--- config.mk ---
export PLATFORM = sky130hd
export DESIGN_NAME = bapcr_top
export DESIGN_NICKNAME = d
export VERILOG_FILES = /design/src/hdl/bapcr_sync.v /design/src/hdl/bapcr_top.v
export VERILOG_INCLUDE_DIRS = /design/src /design/src/inc
export SDC_FILE = /design/constraint.sdc
export NUM_CORES = 1
export LEC_CHECK = 0
export ABC_AREA = 1
export BUFFER_PORTS_ARGS = -buffer_cell sky130_fd_sc_hd__buf_2
export CAP_MARGIN = 20
export CORE_MARGIN = 2
export CORE_UTILIZATION = 36
export CTS_BUF_LIST = sky130_fd_sc_hd__clkbuf_8
export CTS_CLUSTER_SIZE = 25
export DETAILED_ROUTE_END_ITERATION = 8
export HOLD_SLACK_MARGIN = 0.06
export PLACE_DENSITY = 0.56
export SLEW_MARGIN = 40
export SYNTH_ARGS = -nofsm -noshare
export SYNTH_HDL_FRONTEND = slang
export SYNTH_SLANG_ARGS = --single-unit
--- constraint.sdc ---
create_clock -name sys_clk_in -period 2 [get_ports sys_clk_in]
set_clock_uncertainty 0.15 [all_clocks]
set_input_delay 0.2 -clock sys_clk_in [delete_from_list [all_inputs] [get_ports sys_clk_in]]
set_output_delay 0.2 -clock sys_clk_in [all_outputs]
set_load 0.01 [all_outputs]
--- src/inc/bapcr_consts.vh ---
// Constants for the bridge converter control and readout block
`ifndef BAPCR_CONSTS_VH
`define BAPCR_CONSTS_VH

// System clock rate
`define BAPCR_CLK_HZ 20000000
// Output data rates selected by the rate pin
`define BAPCR_RATE_LOW_SPS 10
`define BAPCR_RATE_HIGH_SPS 80
// Conversion periods in system clock cycles
`define BAPCR_LOW_CYCLES (`BAPCR_CLK_HZ / `BAPCR_RATE_LOW_SPS)
`define BAPCR_HIGH_CYCLES (`BAPCR_CLK_HZ / `BAPCR_RATE_HIGH_SPS)
// Serial clock high time that requests standby, in microseconds
`define BAPCR_STANDBY_US 10000
`define BAPCR_STANDBY_CYCLES ((`BAPCR_STANDBY_US * (`BAPCR_CLK_HZ / 1000000)))
// Result format
`define BAPCR_RESULT_W 18
`define BAPCR_FILTER_W 24
`define BAPCR_CODE_POS_FS 18'h1_FFFF
`define BAPCR_CODE_NEG_FS 18'h2_0000
`define BAPCR_CODE_ZERO 18'h0_0000
// Filter values that bound the clip
`define BAPCR_FILT_POS_FS 24'h01_FFFF
`define BAPCR_FILT_NEG_FS 24'hFE_0000
// Number of pins passed through the synchroniser
`define BAPCR_SYNC_W 4

`endif

--- src/hdl/bapcr_sync.v ---
// Two-stage synchroniser for pins from outside the clock domain
`timescale 1ns/100ps
`default_nettype none
module bapcr_sync #(
   parameter WIDTH = 4
) (
   input wire sys_clk_in,
   input wire nrst_in,
   input wire [WIDTH-1:0] async_in,
   input wire [WIDTH-1:0] reset_val_in,
   output wire [WIDTH-1:0] sync_out
);
   genvar i;
   generate
      for (i = 0; i < WIDTH; i = i + 1) begin : g_bit
         reg meta_reg;
         reg stable_reg;
         // First stage feeds only the second
         always @(posedge sys_clk_in) begin
            if (!nrst_in) begin
               meta_reg <= reset_val_in[i];
               stable_reg <= reset_val_in[i];
            end else begin
               meta_reg <= async_in[i];
               stable_reg <= meta_reg;
            end
         end
         assign sync_out[i] = stable_reg;
      end
   endgenerate
endmodule
`default_nettype wire

--- src/hdl/bapcr_top.v ---
// Pin control, conversion pacing and serial readout of the bridge converter
`timescale 1ns/100ps
`include "bapcr_consts.vh"
`default_nettype none
// What this block does
// - Rate pin low slow rate, high fast
// - Power-off pin low resets conversion logic
// - Fresh result shown by driving line low
// - First rising clock starts data, MSB first
// - One result bit per rising serial clock
// - Serial clock held high requests standby
// - Results are eighteen bits wide
// - Grounded negative input gives non-negative codes
// - Two's complement, clip at full scale codes
// - Extra rising edge forces line high
// - Ground switch closed converting, open otherwise
module bapcr_top #(
   parameter [31:0] LOW_CYCLES = `BAPCR_LOW_CYCLES,
   parameter [31:0] HIGH_CYCLES = `BAPCR_HIGH_CYCLES,
   parameter [31:0] STANDBY_CYCLES = `BAPCR_STANDBY_CYCLES
) (
   input wire sys_clk_in,
   input wire nrst_in,
   input wire rate_select_in,
   input wire power_off_n_in,
   input wire serial_clk_in,
   input wire negative_grounded_in,
   input wire [`BAPCR_FILTER_W-1:0] filter_data_in,
   output reg ready_and_serial_out_out,
   output reg bridge_ground_switch_out,
   output reg bridge_ground_switch_oe_out,
   output reg converting_out
);
   localparam [3:0] ST_IDLE = 4'b0001;
   localparam [3:0] ST_UPDATE = 4'b0010;
   localparam [3:0] ST_READY = 4'b0100;
   localparam [3:0] ST_SHIFT = 4'b1000;

   wire [`BAPCR_SYNC_W-1:0] pins_sync;
   wire sclk_s;
   wire rate_s;
   wire pwr_n_s;
   wire neg_gnd_s;
   reg sclk_prev_reg;
   wire sclk_rise;
   reg [31:0] conv_cnt_reg;
   reg [31:0] conv_cnt_next;
   reg [31:0] high_cnt_reg;
   reg standby_reg;
   reg conv_done;
   reg [3:0] state_reg;
   reg [3:0] state_next;
   reg [`BAPCR_RESULT_W-1:0] shift_reg;
   reg [`BAPCR_RESULT_W-1:0] shift_next;
   reg [4:0] bit_cnt_reg;
   reg [4:0] bit_cnt_next;
   reg line_next;
   reg [`BAPCR_RESULT_W-1:0] code;
   wire [31:0] period;
   wire active;

   // Pins cross into the system clock domain
   bapcr_sync #(
      .WIDTH(`BAPCR_SYNC_W)
   ) u_sync (
      .sys_clk_in(sys_clk_in),
      .nrst_in(nrst_in),
      .async_in({negative_grounded_in, power_off_n_in, rate_select_in, serial_clk_in}),
      .reset_val_in(4'h0),
      .sync_out(pins_sync)
   );
   assign sclk_s = pins_sync[0];
   assign rate_s = pins_sync[1];
   assign pwr_n_s = pins_sync[2];
   assign neg_gnd_s = pins_sync[3];

   // Serial clock edge finder
   always @(posedge sys_clk_in) begin
      if (!nrst_in) begin
         sclk_prev_reg <= 1'b0;
      end else begin
         sclk_prev_reg <= sclk_s;
      end
   end
   assign sclk_rise = sclk_s & ~sclk_prev_reg;

   // Conversion runs only when powered and not in standby
   assign active = pwr_n_s & ~standby_reg;
   assign period = rate_s ? HIGH_CYCLES : LOW_CYCLES;

   // Standby request: serial clock held high long enough
   always @(posedge sys_clk_in) begin
      if (!nrst_in || !pwr_n_s || !sclk_s) begin
         high_cnt_reg <= 32'h0000_0000;
         standby_reg <= 1'b0;
      end else if (high_cnt_reg >= STANDBY_CYCLES - 32'h0000_0001) begin
         standby_reg <= 1'b1;
      end else begin
         high_cnt_reg <= high_cnt_reg + 32'h0000_0001;
      end
   end

   // Conversion pacer
   always @* begin
      conv_done = 1'b0;
      conv_cnt_next = conv_cnt_reg + 32'h0000_0001;
      if (!active) begin
         conv_cnt_next = 32'h0000_0000;
      end else if (conv_cnt_reg >= period - 32'h0000_0001) begin
         conv_done = 1'b1;
         conv_cnt_next = 32'h0000_0000;
      end
   end

   always @(posedge sys_clk_in) begin
      if (!nrst_in) begin
         conv_cnt_reg <= 32'h0000_0000;
      end else begin
         conv_cnt_reg <= conv_cnt_next;
      end
   end

   // Clip filter output to the result code range
   always @* begin
      code = filter_data_in[`BAPCR_RESULT_W-1:0];
      if (!filter_data_in[`BAPCR_FILTER_W-1] &&
            filter_data_in > `BAPCR_FILT_POS_FS) begin
         code = `BAPCR_CODE_POS_FS;
      end else if (filter_data_in[`BAPCR_FILTER_W-1] &&
            filter_data_in < `BAPCR_FILT_NEG_FS) begin
         code = `BAPCR_CODE_NEG_FS;
      end
      if (neg_gnd_s && filter_data_in[`BAPCR_FILTER_W-1]) begin
         code = `BAPCR_CODE_ZERO;
      end
   end

   // Readout state machine
   always @* begin
      state_next = state_reg;
      shift_next = shift_reg;
      bit_cnt_next = bit_cnt_reg;
      line_next = ready_and_serial_out_out;
      case (state_reg)
         ST_IDLE: begin
            line_next = 1'b1;
         end
         ST_UPDATE: begin
            line_next = 1'b0;
            state_next = ST_READY;
         end
         ST_READY: begin
            if (sclk_rise) begin
               line_next = shift_reg[`BAPCR_RESULT_W-1];
               shift_next = {shift_reg[`BAPCR_RESULT_W-2:0], 1'b0};
               bit_cnt_next = 5'h01;
               state_next = ST_SHIFT;
            end
         end
         ST_SHIFT: begin
            if (sclk_rise) begin
               if ({27'h000_0000, bit_cnt_reg} == `BAPCR_RESULT_W) begin
                  line_next = 1'b1;
                  state_next = ST_IDLE;
               end else begin
                  line_next = shift_reg[`BAPCR_RESULT_W-1];
                  shift_next = {shift_reg[`BAPCR_RESULT_W-2:0], 1'b0};
                  bit_cnt_next = bit_cnt_reg + 5'h01;
               end
            end
         end
         default: begin
            state_next = ST_IDLE;
            line_next = 1'b1;
         end
      endcase
      // New result overwrites any unread one, line pulses high first
      if (conv_done) begin
         shift_next = code;
         bit_cnt_next = 5'h00;
         line_next = 1'b1;
         state_next = ST_UPDATE;
      end
      if (!active) begin
         line_next = 1'b1;
         state_next = ST_IDLE;
         bit_cnt_next = 5'h00;
      end
   end

   always @(posedge sys_clk_in) begin
      if (!nrst_in) begin
         state_reg <= ST_IDLE;
         shift_reg <= `BAPCR_CODE_ZERO;
         bit_cnt_reg <= 5'h00;
         ready_and_serial_out_out <= 1'b1;
      end else begin
         state_reg <= state_next;
         shift_reg <= shift_next;
         bit_cnt_reg <= bit_cnt_next;
         ready_and_serial_out_out <= line_next;
      end
   end

   // Low-side bridge switch and conversion status
   always @(posedge sys_clk_in) begin
      if (!nrst_in) begin
         bridge_ground_switch_out <= 1'b0;
         bridge_ground_switch_oe_out <= 1'b0;
         converting_out <= 1'b0;
      end else begin
         bridge_ground_switch_out <= 1'b0;
         bridge_ground_switch_oe_out <= active;
         converting_out <= active;
      end
   end
endmodule
`default_nettype wire

# --- Word-level counts from Yosys, hierarchy flattened ---
# Cells that the tools add are included.
totals:
  reg_bits: 103
  input_bits: 30
  out_inout_bits: 4
classes:
  add_sub_neg: 4
  n_lt_le_gt_ge: 4
  eq_ne: 14
  mux: 24
  n_bitwise: 7
  reduce_logical: 19
op_table:
  columns: ["operator", "count"]
  rows:
  - ["2-to-1 mux 18 bit", 7]
  - ["adder 32 x 1 -> 32 bit, second input constant", 2]
  - ["case mux 18 bit (2 select lines)", 1]
  - ["greater-or-equal comparator 32 x 18 -> 1 bit, second input constant", 1]
  - ["greater-or-equal comparator 32 bit", 1]
  - ["greater-than comparator 24 x 17 -> 1 bit, second input constant", 1]
  - ["< comparator 24 bit, second input constant", 1]
  - ["subtractor 21 x 1 -> 22 bit, second input constant", 1]
  - ["2-to-1 mux 21 bit", 1]
  - ["case mux 4 bit (4 select lines)", 1]
  - ["AND reduction 4 bit", 4]
  - ["2-to-1 mux 5 bit", 3]
  - ["2-to-1 mux 4 bit", 3]
  - ["!= test 3 bit, second input constant", 4]
  - ["!= test 2 bit, second input constant", 5]
  - ["case mux 5 bit (2 select lines)", 1]
  - ["OR reduction 3 bit", 2]
  - ["adder 5 x 1 -> 5 bit, second input constant", 1]
  - ["equality test 5 bit, second input constant", 1]
  - ["2-to-1 mux 1 bit", 5]
  - ["inverter 1 bit", 5]
  - ["equality test 4 x 1 -> 1 bit, second input constant", 1]
  - ["equality test 4 x 2 -> 1 bit, second input constant", 1]
  - ["equality test 4 x 3 -> 1 bit, second input constant", 1]
  - ["10 further kinds", 18]

# --- Depth between registers and ports, before layout ---
depth:
  ltp_word: 7
  ltp_mapped: 15

# --- Hierarchy ---
# From an unflattened synthesis, not the netlist that was laid out.
hier_totals:
  cells_unflattened: 682
  hier_area_um2: 5082.4
by_module_without_submodules:
  columns: ["mod", "n_inst", "cells_per_inst", "area_per_inst_um2"]
  rows:
  - ["bapcr_top", 1, 648, 4787.1]
  - ["bapcr_sync", 1, 34, 295.3]

# --- Least setup slack after synthesis ---
# OpenSTA, ideal clock, no wires.
synth_timing:
  path_type: "register -> register"
  start: "register u_sync.g_bit[1].stable_reg"
  end: "register shift_reg[10]"
  t_arrival_ps: 1813
  required_time_ps: 1718
  slack_ps: -95
  path_stages_with_launch: 16
  path_buffers: 2
  synth_period_minus_slack_ps: 2095
  cell_sequence: "dfxtp_1 > inv_1 > ha_1 > nand2_1 > nor2_1 > inv_1 > nor2_1 > nand2_1 > nand2_1 > nand2_1 > nand2_2 > buf_6 > buf_6 > nand3_1 > nand2_1 > a21oi_1"
synth_via:
  elab_chain_len: 7
synth_rtl:
  columns: ["item", "line", "source"]
  rows:
  - ["start, declared", "bapcr_sync.v:17", "reg stable_reg;"]
  - ["start signal, assigned", "bapcr_sync.v:22", "stable_reg <= reset_val_in[i];"]
  - ["start signal, assigned", "bapcr_sync.v:25", "stable_reg <= meta_reg;"]
  - ["2-to-1 mux 21 bit *", "bapcr_top.v:89", "assign period = rate_s ? HIGH_CYCLES : LOW_CYCLES;"]
  - ["subtractor 21 x 1 -> 22 bit *", "bapcr_top.v:109", "end else if (conv_cnt_reg >= period - 32'h0000_0001) begin"]
  - ["greater-or-equal comparator 32 bit *", "bapcr_top.v:109", null]
  - ["2-to-1 mux 1 bit *", "bapcr_top.v:109", null]
  - ["2-to-1 mux 1 bit *", "bapcr_top.v:107", "if (!active) begin"]
  - ["!= test 3 bit (no source line) / nonzero test 3 bit (equally long branches)", null, null]
  - ["AND reduction 4 bit (no source line)", null, null]
  - ["end signal, assigned", "bapcr_top.v:194", "shift_reg <= `BAPCR_CODE_ZERO;"]
  - ["end signal, assigned", "bapcr_top.v:199", "shift_reg <= shift_next;"]
  - ["end, declared", "bapcr_top.v:53", "reg [`BAPCR_RESULT_W-1:0] shift_reg;"]
# Every way passes the cells marked *; elsewhere a longest branch is shown, timed or not.
# A chain may end at the register's enable or synchronous reset.

# --- Final worst setup path ---
layout_timing:
  start: "register u_sync.g_bit[1].stable_reg"
  end: "register shift_reg[12]"
# Same word-level chain as after synthesis.

==> results.md <==
- The run finished, with violations left.
- The final reports fail on setup timing.
- The post-placement cell area is around 5500 um^2.
- The maximum level of the CTS H-tree is 3.
- Once routing completed, OpenROAD measured the worst setup slack at -0.111 ns.
- The height of the chip is 121 um.
- Dividing the detail-routed wire length by the instance count gives roughly 12 um.
- Tracing the worst setup path back leads to its startpoint at u_sync.g_bit[1].stable_reg.
- The count of cells along the worst register-to-register path is 15.
- Across all hold checks on the routed design, the worst slack comes to 0.0759 ns.
- For flop-to-flop paths, the worst setup slack is -0.11 ns.
- The total DRC errors in the routed layout is 0.
- The count of warnings emitted by yosys is 0.
- The library cells used most frequently in the layout, excluding fill and tap cells, are 116 x nand2_1, 100 x dfxtp_1, 71 x nand3_1, 69 x nor2_1, 64 x inv_1.
- The horizontal die dimension is between 100 and 150 um.
- The design area is a little over 6000 um^2.
- The detail route stage leaves a number of antenna-violating nets equal to 0.
- The routed via count is between 4000 and 5000.
- The worst hold path begins at filter_data_in[15].
- The number of filler instances in the final layout is approximately 1300.
- After detailed routing, the number of vias per cell comes to 4.78.
- The cell sitting at the root of the clock tree is a clkbuf_8.
- The critical path data arrival time is between 2 and 2.5 ns.
- The peak ir drop on the vdd network is between 0.3 and 0.4 mV.
- In this run the cell area of the synthesized design comes to 4960 um^2.
- Of the available clock period, the critical path in the final layout requires 106%.
- The total die area is ~15000 um^2.
- The end of the worst register-to-register path is shift_reg[12].
- After layout, the design draws a total of approximately 3.6 mW.
- The sequential cell area fraction in the yosys report is 41.6%.
- The critical path endpoint category is a flop.
- The half-perimeter wire length of the detailed placement result is a little over 7000 um.
- Clock latency on the worst-skew pair, taken at its later pin, is roughly 0.38 ns.
- The number of antenna violations at the first check in global routing is 0.
- The power per unit of standard cell area is between 500 and 600 nW/um^2.
- The global-route wire length before repair is about 18000 um.
- Before antenna repair, the detailed router went through 4 iterations.
- Row generation in the floorplan step produced 42 rows.
- For this block, the initial DRC count from the detailed router was between 200 and 300.
- TritonCTS built the clock tree.
- The most frequent standard cell in the layout excluding fill and tap cells is nand2_1.
- The multi-input combinational cells in the finished layout cover a total of roughly 2800 um^2.
- Summed over all layers, the global routing overflow is 0.
- Setup repair after global routing could not meet its margin everywhere.
- For the finished layout, the period the worst path requires is between 2 and 2.5 ns.
- The final count of pins violating max slew is 0.
- For this design the static power due to leakage is approximately 2.4 nW.
- The placement-stage worst setup slack is -0.140 ns.
- The sequential cell area is slightly above 2000 um^2.
- The clock passes through at most 2 buffers.
- The number of global-route vias before repair was around 4100.
- The path type of the worst setup path is reg -> reg.
- The setup-violating endpoint count in the final report is 25.
- The core outline area is approximately 13000 um^2.
- The number of port buffers is 32.
- The maximum net fanout on the critical path is 8.
- The count of boundary I/O pins is 34.
- The number of buffers created by CTS is 9.
- The most critical setup path has its endpoint at shift_reg[12].
- The cell count after synthesis came out at approximately 660.
- The startpoint identified for the worst register-to-register timing path is u_sync.g_bit[1].stable_reg.
- The final number of hold-violating endpoints is 0.
- The number of distinct library cell variants in the gate-level netlist after synthesis is 41.
- The total routed wirelength is between 10000 and 15000 um.
- Derived from the worst setup path, the maximum achievable clock frequency is 474 MHz.
- Headroom to the max-slew limit came out at roughly 56%.
- The number of nets in the final layout is 784.
- The final standard cell count with taps included and fillers excluded is 920.
- Entering global routing, the biggest net connects 33 pins.
- At the pin with the least slew margin, the transition time is 0.650 ns.
- Measured on the finished design, the core utilization comes to 46.7%.
- The number of violations of the max-capacitance limit is 0.
- In this run the mean area of a mapped cell was 7.50 um^2.
- In the global route stage, overall resource usage came out at between 15 and 20%.
- The min-delay analysis places its worst path in the category in -> reg.
- The data required time at the worst endpoint is between 2 and 2.5 ns.
- The number of clock sinks is around 100.
- The initial core utilization is ~37%.
- Compared with the post-synthesis result, the final layout area differs by 25.7%.
- The post-placement cell count is around 900.
- Routability-driven placement finished with a final weighted congestion of 0.863.
- In this run, synthesis produced a sequential element count of about 100.
- The startpoint kind of the worst setup timing path is a flop.
- The clock-pin slew reported for the worst setup and hold paths after clock tree synthesis is between 0.1 and 0.15 ns.
- The post-route netlist has between 20% and 30% of its cells at a drive strength greater than 1.
- The number of inserted diodes is 0.
- After routing, the total negative slack on setup checks comes to -1.65 ns.
-- how the worst min path moves through the flow --
stage	end	depth (start not counted)
after floorplan	u_sync.g_bit[0].meta_reg	2
after global placement	u_sync.g_bit[2].meta_reg	3
after detailed placement	u_sync.g_bit[2].meta_reg	3
after CTS	shift_reg[15]	5
after global routing	shift_reg[0]	4
final	shift_reg[15]	5
-- worst max-delay path, cell delays in order, from the launching register on --
cell       delay (ns)
dfxtp_4          0.38
buf_6            0.14
ha_4             0.26
nand2_2          0.04
nor2_1           0.09
nand2_1          0.06
nand3_1          0.07
nand2_1          0.05
nand2_1          0.06
nand2_2          0.07
nand2_4          0.14
nand2_8          0.10
clkbuf_16        0.19
nand2_4          0.05
nand2_2          0.04
a21oi_2          0.12
-- where the power goes --
part           total (mW)  internal (mW)  switching [mW]
registers            2.10           2.09          0.0159
clock network        1.30          0.494           0.806
logic               0.206         0.0981           0.108
-- final cells by class --
cell class,instances,area share (%)
flip-flops and latches,103,33.2
clock inverters,7,1.12
multi-input cells,471,45.1
inverters,73,4.44
clock buffers,9,1.99
repair buffers,81,10.6
well taps,176,3.53
-- per-layer routing --
| metal | GRT usage (%) | up-vias | share of wire [%] |
|---|---|---|---|
| li1 | - | 2294 | - |
| met1 | 19.2 | 2010 | 47 |
| met2 | 24.8 | 78 | 48 |
| met3 | 4.42 | 16 | 3.2 |
| met4 | 4.45 | 0 | 1.9 |
| met5 | 0 | - | 0 |
-- what timing repair did --
| action | in CTS | in global routing |
|---|---|---|
| setup buffers | 2 | 4 |
| gates cloned | 0 | 5 |
| pin swaps | 1 | 25 |
| gates resized for setup | 21 | 51 |
| hold buffers | 9 | 0 |
| endpoints found under the hold margin | 9 | 0 |
| setup endpoints to repair | 33 | 65 |
-- logic make-up after synthesis --
kind of cell,share of synthesized area [%]
other cells,0.0756
xor+xnor,4.42
buf+inv,8.60
compound gates,9.03
simple gates,32.5
flops,41.6
fa+ha+maj,3.79
-- cells in the mapped netlist, drive strengths merged --
master   instances  area share [%]
nand4           18             2.4
a21oi           47             5.4
nand3           78             8.4
nand2          138              11
or2              3            0.38
dfxtp          103              42
nor3b            7             1.6
xnor2            9             1.6
nor2            81             6.5
nor3            10             1.1
o211ai           1            0.25
a31oi            2            0.25
xor2            16             2.8
clkbuf           5            0.38
inv             69             5.2
and3             1            0.13
o2111ai          1            0.18
o21ai           29             2.9
ha              15             3.8
nand3b           1            0.15
conb             1           0.076
buf             20             2.7
nor4             2            0.56
clkinv           4            0.30
No activity file was read; power rests on OpenSTA's default activity.
